--- config.mk ---
export PLATFORM = sky130hd
export DESIGN_NAME = fet_frame_exposure_timing
export DESIGN_NICKNAME = d
export VERILOG_FILES = /design/src/pkg/fet_pkg.sv /design/src/rtl/fet_frame_exposure_timing.sv /design/src/rtl/fet_period_counter.sv
export SDC_FILE = /design/constraint.sdc
export NUM_CORES = 1
export LEC_CHECK = 0
export BUFFER_PORTS_ARGS = -buffer_cell sky130_fd_sc_hd__buf_2
export CAP_MARGIN = 25
export CORE_ASPECT_RATIO = 0.7
export CORE_UTILIZATION = 50
export CTS_BUF_LIST = sky130_fd_sc_hd__clkbuf_4 sky130_fd_sc_hd__clkbuf_8
export DETAILED_ROUTE_END_ITERATION = 16
export GPL_TIMING_DRIVEN = 0
export PLACE_DENSITY = 0.67
export SYNTH_ARGS = -nofsm -noshare
export SYNTH_HDL_FRONTEND = slang
export SYNTH_SLANG_ARGS = --single-unit
--- constraint.sdc ---
create_clock -name clk -period 6.63 [get_ports clk]
set_clock_uncertainty 0.15 [all_clocks]
set_input_delay 0.9945 -clock clk [delete_from_list [all_inputs] [get_ports clk]]
set_output_delay 0.9945 -clock clk [all_outputs]
set_load 0.005 [all_outputs]
--- src/pkg/fet_pkg.sv ---
// constants and types shared by the frame and exposure timing generator
package fet_pkg;

    // register byte addresses on the camera control port
    localparam logic [15:0] ADDR_PAD_DRIVE   = 16'h0012;
    localparam logic [15:0] ADDR_EXP_SOURCE  = 16'h1001;
    localparam logic [15:0] ADDR_EXP_ROWS_LO = 16'h100c;
    localparam logic [15:0] ADDR_EXP_ROWS_HI = 16'h100d;
    localparam logic [15:0] ADDR_BLANK_LO    = 16'h1012;
    localparam logic [15:0] ADDR_BLANK_HI    = 16'h1013;
    localparam logic [15:0] ADDR_LINE_LO     = 16'h102b;
    localparam logic [15:0] ADDR_LINE_HI     = 16'h102c;
    localparam logic [15:0] ADDR_DELAY_LO    = 16'h10d0;
    localparam logic [15:0] ADDR_DELAY_HI    = 16'h10d1;
    localparam logic [15:0] ADDR_STATUS      = 16'h10fe;

    // field positions
    localparam int DRIVE_CODE_LSB = 0;
    localparam int DRIVE_CODE_MSB = 1;
    localparam int SINK_SEL_BIT   = 2;
    localparam int EXP_SOURCE_BIT = 0;

    // reset values
    localparam logic [7:0]  PAD_DRIVE_RST  = 8'h00;
    localparam logic [7:0]  EXP_SOURCE_RST = 8'h01;
    localparam logic [15:0] EXP_ROWS_RST   = 16'h0010;
    localparam logic [15:0] BLANK_ROWS_RST = 16'h0016;
    localparam logic [15:0] LINE_RST       = 16'h0130;
    localparam logic [15:0] DELAY_RST      = 16'h0000;

    // timing counts in reference clock cycles or rows
    localparam logic [15:0] GLOB_CYCLES      = 16'h0788;
    localparam logic [15:0] MIN_LINE_CYCLES  = 16'h0130;
    localparam logic [15:0] BLANK_MARGIN_ROWS = 16'h000b;

    // exposure sequencer states
    typedef enum logic [2:0] {
        ST_IDLE,
        ST_DELAY,
        ST_EXPOSE,
        ST_GLOB,
        ST_WAIT_FRAME
    } fet_state_t;

endpackage

--- src/rtl/fet_frame_exposure_timing.sv ---
// frame and exposure timing generator with its byte register file
`timescale 1ns/100ps
module fet_frame_exposure_timing (
    input  wire logic        clk,                  // reference clock, 40 MHz
    input  wire logic        rst_n,                // synchronous reset, active low
    input  wire logic [15:0] reg_addr,             // camera control port byte address
    input  wire logic [7:0]  reg_wdata,            // write byte
    input  wire logic        reg_wr,               // write strobe
    input  wire logic        reg_rd,               // read strobe
    output logic      [7:0]  reg_rdata,            // read byte, valid with reg_rvalid
    output logic             reg_rvalid,           // read answer pulse
    input  wire logic        run_enable,           // acquisition running
    input  wire logic        slave_mode,           // 1 slave, 0 master exposure control
    input  wire logic        two_pin_mode,         // slave readout from frame request pin
    input  wire logic [15:0] window_rows,          // rows in the readout window
    input  wire logic        exposure_request_pin, // exposure request input
    input  wire logic        frame_request_pin,    // frame request input
    output logic      [1:0]  drive_code,           // digital output drive select
    output logic             sink_high,            // control pin sink current select
    output logic             row_tick,             // one pulse per line period
    output logic             frame_start,          // frame boundary pulse
    output logic             exposure_active,      // exposure state
    output logic             readout_start,        // readout start pulse
    output logic             readout_active        // readout rows in progress
);

    ////////////////////////////////////////////////////////////////////////////
    // register file

    logic [7:0]  pad_drive_reg;
    logic [7:0]  exp_source_reg;
    logic [15:0] exp_rows_reg;
    logic [15:0] blank_rows_reg;
    logic [15:0] line_reg;
    logic [15:0] delay_reg;
    logic [7:0]  rdata_next;
    logic [7:0]  status;

    fet_pkg::fet_state_t state_reg;

    // multi-byte values: lower address holds the low byte
    always_ff @(posedge clk) begin
        if (!rst_n) begin
            pad_drive_reg  <= fet_pkg::PAD_DRIVE_RST;
            exp_source_reg <= fet_pkg::EXP_SOURCE_RST;
            exp_rows_reg   <= fet_pkg::EXP_ROWS_RST;
            blank_rows_reg <= fet_pkg::BLANK_ROWS_RST;
            line_reg       <= fet_pkg::LINE_RST;
            delay_reg      <= fet_pkg::DELAY_RST;
        end else if (reg_wr) begin
            case (reg_addr)
                fet_pkg::ADDR_PAD_DRIVE:   pad_drive_reg        <= reg_wdata;
                fet_pkg::ADDR_EXP_SOURCE:  exp_source_reg       <= reg_wdata;
                fet_pkg::ADDR_EXP_ROWS_LO: exp_rows_reg[7:0]    <= reg_wdata;
                fet_pkg::ADDR_EXP_ROWS_HI: exp_rows_reg[15:8]   <= reg_wdata;
                fet_pkg::ADDR_BLANK_LO:    blank_rows_reg[7:0]  <= reg_wdata;
                fet_pkg::ADDR_BLANK_HI:    blank_rows_reg[15:8] <= reg_wdata;
                fet_pkg::ADDR_LINE_LO:     line_reg[7:0]        <= reg_wdata;
                fet_pkg::ADDR_LINE_HI:     line_reg[15:8]       <= reg_wdata;
                fet_pkg::ADDR_DELAY_LO:    delay_reg[7:0]       <= reg_wdata;
                fet_pkg::ADDR_DELAY_HI:    delay_reg[15:8]      <= reg_wdata;
                default: ;
            endcase
        end
    end

    // live sequencer flags for software polling
    assign status = {3'h0, readout_active, state_reg == fet_pkg::ST_WAIT_FRAME,
                     state_reg == fet_pkg::ST_GLOB, exposure_active,
                     state_reg == fet_pkg::ST_IDLE};

    // read mux, unmapped addresses read as zero
    always_comb begin
        case (reg_addr)
            fet_pkg::ADDR_PAD_DRIVE:   rdata_next = pad_drive_reg;
            fet_pkg::ADDR_EXP_SOURCE:  rdata_next = exp_source_reg;
            fet_pkg::ADDR_EXP_ROWS_LO: rdata_next = exp_rows_reg[7:0];
            fet_pkg::ADDR_EXP_ROWS_HI: rdata_next = exp_rows_reg[15:8];
            fet_pkg::ADDR_BLANK_LO:    rdata_next = blank_rows_reg[7:0];
            fet_pkg::ADDR_BLANK_HI:    rdata_next = blank_rows_reg[15:8];
            fet_pkg::ADDR_LINE_LO:     rdata_next = line_reg[7:0];
            fet_pkg::ADDR_LINE_HI:     rdata_next = line_reg[15:8];
            fet_pkg::ADDR_DELAY_LO:    rdata_next = delay_reg[7:0];
            fet_pkg::ADDR_DELAY_HI:    rdata_next = delay_reg[15:8];
            fet_pkg::ADDR_STATUS:      rdata_next = status;
            default:                   rdata_next = 8'h00;
        endcase
    end

    // read answer one cycle after the strobe
    always_ff @(posedge clk) begin
        if (!rst_n) begin
            reg_rdata  <= 8'h00;
            reg_rvalid <= 1'b0;
        end else begin
            reg_rvalid <= reg_rd;
            if (reg_rd) begin
                reg_rdata <= rdata_next;
            end
        end
    end

    // pad controls follow the register with one flop for clean pad timing
    always_ff @(posedge clk) begin
        if (!rst_n) begin
            drive_code <= fet_pkg::PAD_DRIVE_RST[1:0];
            sink_high  <= fet_pkg::PAD_DRIVE_RST[2];
        end else begin
            drive_code <= pad_drive_reg[fet_pkg::DRIVE_CODE_MSB:fet_pkg::DRIVE_CODE_LSB];
            sink_high  <= pad_drive_reg[fet_pkg::SINK_SEL_BIT];
        end
    end

    drive_code_map_a: assert property (@(posedge clk) disable iff (!rst_n)
        reg_wr && reg_addr == fet_pkg::ADDR_PAD_DRIVE
        |-> ##2 drive_code == $past(reg_wdata[1:0], 2)) else $error("drive code not applied");
    sink_select_a: assert property (@(posedge clk) disable iff (!rst_n)
        reg_wr && reg_addr == fet_pkg::ADDR_PAD_DRIVE
        |-> ##2 sink_high == $past(reg_wdata[2], 2)) else $error("sink select not applied");

    ////////////////////////////////////////////////////////////////////////////
    // active copies, taken only at a frame boundary or while stopped

    logic [15:0] exp_act;
    logic [15:0] blank_act;
    logic [15:0] line_act;
    logic [15:0] delay_act;
    logic        frame_evt;
    logic        load_act;

    // mid-frame writes would tear the row timing, so they wait for the boundary
    assign load_act = !run_enable || frame_evt;

    always_ff @(posedge clk) begin
        if (!rst_n) begin
            exp_act   <= fet_pkg::EXP_ROWS_RST;
            blank_act <= fet_pkg::BLANK_ROWS_RST;
            line_act  <= fet_pkg::LINE_RST;
            delay_act <= fet_pkg::DELAY_RST;
        end else if (load_act) begin
            exp_act   <= exp_rows_reg;
            blank_act <= blank_rows_reg;
            line_act  <= line_reg;
            delay_act <= delay_reg;
        end
    end

    frame_load_a: assert property (@(posedge clk) disable iff (!rst_n)
        frame_evt |=> line_act == $past(line_reg) && blank_act == $past(blank_rows_reg))
        else $error("shadow values not taken at frame boundary");

    ////////////////////////////////////////////////////////////////////////////
    // row timer: every row-based quantity advances on this tick

    logic [15:0] line_count;

    fet_period_counter #(.W(16)) u_row_timer (
        .clk    (clk),
        .rst_n  (rst_n),
        .run    (run_enable),
        .period (line_act),
        .count  (line_count),
        .tick   (row_tick)
    );

    ////////////////////////////////////////////////////////////////////////////
    // master frame timer: window rows plus blanking rows, columns play no part

    logic [16:0] frame_row_reg;
    logic [16:0] frame_rows;
    logic        run_q_reg;
    logic        frame_wrap;

    assign frame_rows = {1'b0, window_rows} + {1'b0, blank_act};
    assign frame_wrap = row_tick && (frame_row_reg >= frame_rows - 17'h00001);

    // slave frames begin at an accepted request, master frames at run start and at each wrap
    logic req_q_reg;
    logic frm_q_reg;
    logic req_rise;
    logic req_fall;
    logic frm_rise;

    assign req_rise  = exposure_request_pin && !req_q_reg;
    assign req_fall  = !exposure_request_pin && req_q_reg;
    assign frm_rise  = frame_request_pin && !frm_q_reg;
    assign frame_evt = run_enable && (slave_mode
                       ? (req_rise && state_reg == fet_pkg::ST_IDLE)
                       : (!run_q_reg || frame_wrap));

    always_ff @(posedge clk) begin
        if (!rst_n) begin
            frame_row_reg <= 17'h00000;
            run_q_reg     <= 1'b0;
            frame_start   <= 1'b0;
        end else begin
            run_q_reg   <= run_enable;
            frame_start <= frame_evt;
            if (frame_evt || !run_enable) begin
                frame_row_reg <= 17'h00000;
            end else if (row_tick) begin
                frame_row_reg <= frame_row_reg + 17'h00001;
            end
        end
    end

    frame_period_a: assert property (@(posedge clk) disable iff (!rst_n)
        run_enable && run_q_reg && !slave_mode && frame_wrap |=> frame_start)
        else $error("master frame boundary missed");

    // request pins are synchronous; one flop gives the edges
    always_ff @(posedge clk) begin
        if (!rst_n) begin
            req_q_reg <= 1'b0;
            frm_q_reg <= 1'b0;
        end else begin
            req_q_reg <= exposure_request_pin;
            frm_q_reg <= frame_request_pin;
        end
    end

    ////////////////////////////////////////////////////////////////////////////
    // exposure sequencer

    logic [15:0] phase_rows_reg;
    logic [15:0] glob_count;
    logic        glob_tick;
    logic        timed_exp;
    logic        readout_evt;

    // master always counts; slave counts only when the source bit asks
    assign timed_exp       = !slave_mode || exp_source_reg[fet_pkg::EXP_SOURCE_BIT];
    assign exposure_active = (state_reg == fet_pkg::ST_EXPOSE);
    assign readout_evt     = run_enable && ((state_reg == fet_pkg::ST_GLOB && glob_tick
                             && !(slave_mode && two_pin_mode))
                             || (state_reg == fet_pkg::ST_WAIT_FRAME && frm_rise));

    fet_period_counter #(.W(16)) u_glob_timer (
        .clk    (clk),
        .rst_n  (rst_n),
        .run    (state_reg == fet_pkg::ST_GLOB),
        .period (fet_pkg::GLOB_CYCLES),
        .count  (glob_count),
        .tick   (glob_tick)
    );

    // a master boundary seen while still busy is skipped, not queued
    always_ff @(posedge clk) begin
        if (!rst_n || !run_enable) begin
            state_reg      <= fet_pkg::ST_IDLE;
            phase_rows_reg <= 16'h0000;
        end else begin
            case (state_reg)
                fet_pkg::ST_IDLE: begin
                    phase_rows_reg <= 16'h0000;
                    if (frame_evt) begin
                        state_reg <= slave_mode ? fet_pkg::ST_DELAY : fet_pkg::ST_EXPOSE;
                    end
                end
                fet_pkg::ST_DELAY: begin
                    if (phase_rows_reg >= delay_act) begin
                        state_reg      <= fet_pkg::ST_EXPOSE;
                        phase_rows_reg <= 16'h0000;
                    end else if (row_tick) begin
                        phase_rows_reg <= phase_rows_reg + 16'h0001;
                    end
                end
                fet_pkg::ST_EXPOSE: begin
                    if (timed_exp ? (phase_rows_reg >= exp_act) : req_fall) begin
                        state_reg      <= fet_pkg::ST_GLOB;
                        phase_rows_reg <= 16'h0000;
                    end else if (row_tick) begin
                        phase_rows_reg <= phase_rows_reg + 16'h0001;
                    end
                end
                fet_pkg::ST_GLOB: begin
                    if (glob_tick) begin
                        state_reg <= (slave_mode && two_pin_mode) ? fet_pkg::ST_WAIT_FRAME
                                                                  : fet_pkg::ST_IDLE;
                    end
                end
                fet_pkg::ST_WAIT_FRAME: begin
                    if (frm_rise) begin
                        state_reg <= fet_pkg::ST_IDLE;
                    end
                end
                default: state_reg <= fet_pkg::ST_IDLE;
            endcase
        end
    end

    glob_length_a: assert property (@(posedge clk) disable iff (!rst_n)
        run_enable && $past(run_enable) && $past(state_reg) == fet_pkg::ST_GLOB
        && state_reg != fet_pkg::ST_GLOB |-> $past(glob_count) == fet_pkg::GLOB_CYCLES - 16'h0001)
        else $error("glob interval wrong length");
    exp_rows_a: assert property (@(posedge clk) disable iff (!rst_n)
        state_reg == fet_pkg::ST_EXPOSE && timed_exp && phase_rows_reg < exp_act && run_enable
        |=> state_reg == fet_pkg::ST_EXPOSE) else $error("exposure ended early");
    slave_start_a: assert property (@(posedge clk) disable iff (!rst_n)
        run_enable && slave_mode && state_reg == fet_pkg::ST_IDLE && req_rise
        |=> state_reg == fet_pkg::ST_DELAY) else $error("exposure request not taken");
    single_pin_end_a: assert property (@(posedge clk) disable iff (!rst_n)
        run_enable && slave_mode && !exp_source_reg[0] && state_reg == fet_pkg::ST_EXPOSE
        && req_fall |=> state_reg == fet_pkg::ST_GLOB) else $error("falling edge ignored");
    delay_hold_a: assert property (@(posedge clk) disable iff (!rst_n)
        run_enable && state_reg == fet_pkg::ST_DELAY && phase_rows_reg < delay_act
        |=> state_reg == fet_pkg::ST_DELAY) else $error("delay cut short");

    ////////////////////////////////////////////////////////////////////////////
    // readout pacing: window rows, one per row tick, may overlap next exposure

    logic [15:0] readout_rows_reg;

    always_ff @(posedge clk) begin
        if (!rst_n || !run_enable) begin
            readout_rows_reg <= 16'h0000;
            readout_active   <= 1'b0;
            readout_start    <= 1'b0;
        end else begin
            readout_start <= readout_evt;
            if (readout_evt) begin
                readout_rows_reg <= 16'h0000;
                readout_active   <= (window_rows != 16'h0000);
            end else if (readout_active && row_tick) begin
                readout_rows_reg <= readout_rows_reg + 16'h0001;
                readout_active   <= (readout_rows_reg + 16'h0001 < window_rows);
            end
        end
    end

    readout_pulse_a: assert property (@(posedge clk) disable iff (!rst_n)
        run_enable && slave_mode && two_pin_mode && state_reg == fet_pkg::ST_WAIT_FRAME
        && frm_rise |=> readout_start ##1 !readout_start) else $error("readout not started");

endmodule // fet_frame_exposure_timing

--- src/rtl/fet_period_counter.sv ---
// run-gated period counter that emits one tick per programmed period
`timescale 1ns/100ps
module fet_period_counter #(
    parameter int W = 16
) (
    input  wire logic         clk,    // reference clock
    input  wire logic         rst_n,  // synchronous reset, active low
    input  wire logic         run,    // count while high, hold at zero otherwise
    input  wire logic [W-1:0] period, // cycles per tick, zero acts as one
    output logic      [W-1:0] count,  // cycles since the last tick
    output logic              tick    // high in the last cycle of each period
);

    logic [W-1:0] last;

    // a zero period would wrap to the longest count, so it is folded onto one cycle
    assign last = (period == '0) ? '0 : period - W'(1);
    assign tick = run && (count == last);

    // restart on every tick so the period is exact whatever the value
    always_ff @(posedge clk) begin
        if (!rst_n) begin
            count <= '0;
        end else if (!run || tick) begin
            count <= '0;
        end else begin
            count <= count + W'(1);
        end
    end

    row_count_bound_a: assert property (@(posedge clk) disable iff (!rst_n)
        run |-> count <= last) else $error("period counter beyond period");

endmodule // fet_period_counter

# After elaboration in Yosys (flattened, before gate mapping)
# Index checks and enable logic that the tools add are counted.
[classes] n_addsub=8 order_cmp=4 eq_ne=22 mux=18 bitwise=1 reduce_logical=50
[ops] cell="16-bit by 13-bit equality test with 1-bit output (second input constant)" count=10
[ops] cell="8-bit one-hot mux with 11 select lines" count=1
[ops] cell="16-bit by 1-bit adder with 16-bit output (second input constant)" count=4
[ops] cell="16-bit 2-to-1 mux" count=4
[ops] cell="16-bit one-hot mux with 3 select lines" count=1
[ops] cell="16-bit greater-or-equal comparator" count=2
[ops] cell="2-bit AND reduction" count=10
[ops] cell="3-bit 2-to-1 mux" count=6
[ops] cell="16-bit by 16-bit adder with 17-bit output" count=1
[ops] cell="17-bit by 1-bit adder with 17-bit output (second input constant)" count=1
[ops] cell="17-bit greater-or-equal comparator" count=1
[ops] cell="17-bit by 1-bit subtractor with 17-bit output (second input constant)" count=1
[ops] cell="16-bit by 11-bit equality test with 1-bit output (second input constant)" count=1
[ops] cell="16-bit equality test" count=1
[ops] cell="16-bit by 5-bit equality test with 1-bit output (second input constant)" count=1
[ops] cell="16-bit logical NOT" count=1
[ops] cell="16-bit less-than comparator" count=1
[ops] cell="16-bit nonzero test" count=1
[ops] cell="16-bit by 1-bit subtractor with 16-bit output (second input constant)" count=1
[ops] cell="3-bit one-hot mux with 5 select lines" count=1
[ops] cell="1-bit logical AND" count=14
[ops] cell="1-bit logical NOT" count=9
[ops] cell="2-bit OR reduction" count=4
[ops] cell="1-bit logical OR" count=7
[ops] cell="12 further kinds" count=19
[totals] register_bits=246 inputBits=49 out_inout_bits=17 wordCells=133

# Longest topological paths before layout
[depth] word_depth=10 mapped_depth=25 depth_no_buf=22

# Modules after synthesis
# From an unflattened synthesis, not the netlist that was laid out.
[unflattened] hier_cells=1856 hier_area_um2=15023.2
[modules_own_cells] mod="fet_frame_exposure_timing" instances=1 cells_per_inst=1462 area_each_um2=11950.2 seq_area_each_um2=4284.1
[modules_own_cells] mod="fet_period_counter at u_row_timer" instances=1 cells_per_inst=201 area_each_um2=1606.5 seq_area_each_um2=320.3
[modules_own_cells] mod="fet_period_counter at u_glob_timer" instances=1 cells_per_inst=193 area_each_um2=1466.4 seq_area_each_um2=320.3

# Least setup slack after synthesis
# Ideal clock, no wire load.
[synth_timing] path_type="input-to-reg" startpoint="input port window_rows[1]" endpoint="register blank_act[1]" setup_ns=0.141 t_arrival_ns=4.911 required_time_ns=6.339 path_slack_ns=1.428 stages=25 cell_sequence="inv_1 -> ha_1 -> inv_1 -> ha_1 -> inv_1 -> fa_1 -> nor2b_1 -> o21ai_0 -> a21oi_1 -> o21ai_0 -> a211oi_1 -> nor3_1 -> or3_1 -> xnor2_1 -> ha_1 -> and4_1 -> o21ai_0 -> a21oi_1 -> o22a_1 -> a31o_2 -> buf_4 -> buf_2 -> buf_2 -> nand2_1 -> o211ai_1"
[synth_between] elab_chain_cells=8
[synth_lines] item="start: declaration" line="fet_frame_exposure_timing.sv:15" source="input wire logic [15:0] window_rows,"
[synth_lines] item="16-bit by 16-bit adder with 17-bit output" line="fet_frame_exposure_timing.sv:174" source="assign frame_rows = {1'b0, window_rows} + {1'b0, blank_act};"
[synth_lines] item="17-bit by 1-bit subtractor with 17-bit output" line="fet_frame_exposure_timing.sv:175" source="assign frame_wrap = row_tick && (frame_row_reg >= frame_rows - 17'h00001);"
[synth_lines] item="17-bit greater-or-equal comparator" line="fet_frame_exposure_timing.sv:175"
[synth_lines] item="1-bit logical AND" line="fet_frame_exposure_timing.sv:175"
[synth_lines] item="1-bit logical OR" line="fet_frame_exposure_timing.sv:189" source=": (!run_q_reg || frame_wrap));"
[synth_lines] item="1-bit 2-to-1 mux" line="fet_frame_exposure_timing.sv:188" source="? (req_rise && state_reg == fet_pkg::ST_IDLE)"
[synth_lines] item="1-bit logical AND" line="fet_frame_exposure_timing.sv:187" source="assign frame_evt = run_enable && (slave_mode"
[synth_lines] item="1-bit logical OR" line="fet_frame_exposure_timing.sv:132" source="assign load_act = !run_enable || frame_evt;"
[synth_lines] item="end signal: assignment" line="fet_frame_exposure_timing.sv:137" source="blank_act <= fet_pkg::BLANK_ROWS_RST;"
[synth_lines] item="end signal: assignment" line="fet_frame_exposure_timing.sv:142" source="blank_act <= blank_rows_reg;"
[synth_lines] item="end: declaration" line="fet_frame_exposure_timing.sv:125" source="logic [15:0] blank_act;"
# Every way passes these cells.
# A chain may end at the register's enable or synchronous reset.

# Worst setup path after layout
[layout_timing] startpoint="input port window_rows[1]" endpoint="register exp_act[10]"
[layout_between] elab_chain_cells=8
[layout_lines] item="16-bit by 16-bit adder with 17-bit output" line="fet_frame_exposure_timing.sv:174"
[layout_lines] item="17-bit by 1-bit subtractor with 17-bit output" line="fet_frame_exposure_timing.sv:175"
[layout_lines] item="17-bit greater-or-equal comparator" line="fet_frame_exposure_timing.sv:175"
[layout_lines] item="1-bit logical AND" line="fet_frame_exposure_timing.sv:175"
[layout_lines] item="1-bit logical OR" line="fet_frame_exposure_timing.sv:189"
[layout_lines] item="1-bit 2-to-1 mux" line="fet_frame_exposure_timing.sv:188"
[layout_lines] item="1-bit logical AND" line="fet_frame_exposure_timing.sv:187"
[layout_lines] item="1-bit logical OR" line="fet_frame_exposure_timing.sv:132"
[layout_lines] item="end signal: assignment" line="fet_frame_exposure_timing.sv:136" source="exp_act <= fet_pkg::EXP_ROWS_RST;"
[layout_lines] item="end signal: assignment" line="fet_frame_exposure_timing.sv:141" source="exp_act <= exp_rows_reg;"
[layout_lines] item="end: declaration" line="fet_frame_exposure_timing.sv:124" source="logic [15:0] exp_act;"
# Every way passes these cells.

==> metrics.txt <==
outcome finished, final reports clean; crit start category primary input; die area around 29000 um2; Hold Crit Start u_glob_timer.count[0]$_SDFF_PP0_; cell at the root of the clock tree clkbuf_8; Pleak 5.935 nW; Slew @ Worst Pin 1.002 ns; io pins 66; Multi-input gate area between 8000 and 9000 um2; Worst Setup Path Type in -> reg; Syn Nets 1914; share of cells above drive strength 1 8.452%; total of max-cap violations 0; f_max 0.1780 GHz; share of total power in the clock network between 40 and 50%; Worst R2R End exp_act[10]$_SDFFE_PN0P_; most frequent cells in the layout nand2_1, dfxtp_1, nand3_1; clock tree buffer depth 3; CORE AREA 27090 um2; commonest non-fill, non-tap cell in the layout nand2_1; Post-Syn Area 13990 um2; WL per Instance approximately 19 um; via count between 10000 and 15000; WP data arrival 5.95 ns; Hold Path Sink u_glob_timer.count[0]$_SDFF_PP0_; max reg flops 17; worst skew pair latency between 0.5 and 0.6 ns; crit-path max FO 10; htree depth 2; CP Capture Type flip-flop; Cell Rows 50; critical path data required time between 6 and 7 ns; Max transition margin 33.04%; antenna-violating nets left 0; IO Port Bufs 55; Syn Area/Cell a little under 8 um2; setup_tns 0 ns; Synth async-reset ratio 0%; CTS tree done; DR pass1 iterations 10; die width a little over 200 um; hold_buf cts 0; Clock Sinks roughly 250; # setup viols final 0; Die Height 141.9 um; Starting DRT DRC Count 1494; sequential share of power between 40% and 50%; Seq cells post-synth between 200 and 250; flop-to-flop setup slack roughly 1.3 ns; Yosys cell types roughly 70; all-layer global routing usage 29.76%; initial antenna violation count 0; total CTS buffers 41; Initial Util between 50% and 60%; DRC 0; Placer Congestion just over 0.9; sequential cell area around 5000 um2; Final nets between 2000 and 2500; post_cts resized 0; reg2reg start blank_act[1]$_SDFFE_PN1P_; NetSw 0.0008189 W; fin crit share 84.74%; final-report hold violation count 0; CP startpoint window_rows[1]; P_int approximately 0.0023 W; diodes inserted 0; first-pass GRT wire length between 60 and 70 mm; net switching fraction of the power a little over a quarter; Period minus WS final between 5 and 6 ns; worst hold path class reg -> reg; postcts setup bufs 0; fin. max-slew vios 0; Syn-to-layout area delta 11.44%; yosys warns 0; Post-synth EDFFs 0; Fillers roughly 2500; drt total wl between 40 and 50 mm; maximum vdd drop between 0.0001 and 0.00015 V; grt ovf 0; vias in the first global route 12530; clock-pin slew on the worst setup and hold paths 0.06 ns; Hold Crit Depth 1; pin count of the biggest net entering global routing 12; top_reg_cell synth dfxtp_1; cells after synthesis around 1800; Comb pwr share roughly 7.7%; PwrDens 201.6 nW/um2; Worst R2R Path Depth 25; register area share after synthesis 35.21%; DR vias/cell approximately 6; area of placed instances roughly 15000 um2; DPL Wire Length 31.87 mm; fin area between 15000 and 20000 um2; RSZ-0062 raised after global routing false
==> power by group through the flow <==
stage          Combinational, W  Clock, W  Sequential, W
4_1_cts                0.000238   0.00143        0.00148
2_1_floorplan          0.000158         0        0.00152
5_1_grt                0.000270   0.00149        0.00148
3_5_place_dp           0.000237         0        0.00152
3_3_place_gp           0.000231         0        0.00152
6_report               0.000242   0.00142        0.00148
==> cells in the mapped netlist, types with 24 or more instances <==
master / instances / area [um2]
and3_1: 30 / 187.7
nor2b_1: 24 / 150.1
clkbuf_1: 82 / 307.8
nor2_1: 96 / 360.4
nand2_1: 253 / 949.7
nand4_1: 29 / 181.4
xnor2_1: 36 / 315.3
a21oi_1: 48 / 240.2
dfxtp_1: 246 / 4925
nor3_1: 35 / 175.2
xor2_1: 51 / 446.7
a21boi_0: 72 / 540.5
nand3_1: 191 / 955.9
o21ai_0: 84 / 420.4
ha_1: 101 / 1264
inv_1: 116 / 435.4
==> through the flow <==
stage	instances	setup slack, ns	total power [W]	hold WS, ns	util [%]
2_1_floorplan	1763	1.428	0.001674	0.2675	-
3_3_place_gp	2182	0.6445	0.001747	0.2808	54.33
3_5_place_dp	2185	0.5496	0.001754	0.2867	54.41
4_1_cts	2256	1.113	0.003153	0.2993	57.52
5_1_grt	2257	0.5969	0.003246	0.3279	57.54
6_report	2257	1.012	0.003142	0.2957	57.54
==> worst max-delay path by stage <==
stage / endpoint
final: exp_act[10]$_SDFFE_PN0P_
after global routing: exp_act[10]$_SDFFE_PN0P_
after CTS: exp_act[10]$_SDFFE_PN0P_
after detailed placement: exp_act[10]$_SDFFE_PN0P_
after global placement: exp_act[10]$_SDFFE_PN0P_
after floorplan: blank_act[1]$_SDFFE_PN1P_
==> critical path, stage by stage <==
cell,delay [ns]
buf_2,0.10
inv_1,0.07
ha_1,0.29
inv_1,0.06
ha_1,0.16
inv_1,0.05
fa_1,0.40
nor2b_1,0.11
o21ai_0,0.12
a21oi_1,0.20
o21ai_0,0.17
a211oi_1,0.37
nor3_1,0.13
or3_1,0.42
xnor2_1,0.14
ha_1,0.29
and4_1,0.20
o21ai_0,0.08
a21oi_1,0.18
o22a_1,0.27
a31o_2,0.20
buf_4,0.17
buf_2,0.25
buf_2,0.29
nand3_1,0.13
o21ai_0,0.10
==> cell type report <==
cell class / instances / share of cell area (%)
Clock inverter: 9 / 0.3773
Clock buffer: 62 / 5.033
Sequential cell: 246 / 31.60
Tap cell: 364 / 2.922
Buffer: 94 / 2.408
Timing Repair Buffer: 59 / 1.895
Multi-Input combinational cell: 1306 / 52.95
Inverter: 117 / 2.818
==> metal layers <==
layer / global-route usage (%) / vias to the layer above / wire (um)
met4: 8.573 / 0 / 1067
met2: 43.39 / 556 / 17050
met1: 44.22 / 6275 / 20250
li1: - / 6466 / -
met5: 0 / - / 0
met3: 5.540 / 94 / 3967
==> cell families after synthesis <==
family / Yosys count / share of synthesized area (%)
multiplexers: 9 / 0.6441
XOR/XNOR: 87 / 5.448
AO/OA/AOI/OAI: 354 / 17.20
flip-flops: 246 / 35.21
AND/OR/NAND/NOR: 754 / 26.49
adder cells (fa/ha/maj): 102 / 9.179
buffers and inverters: 211 / 5.824
Power figures use the tool's default switching activity.
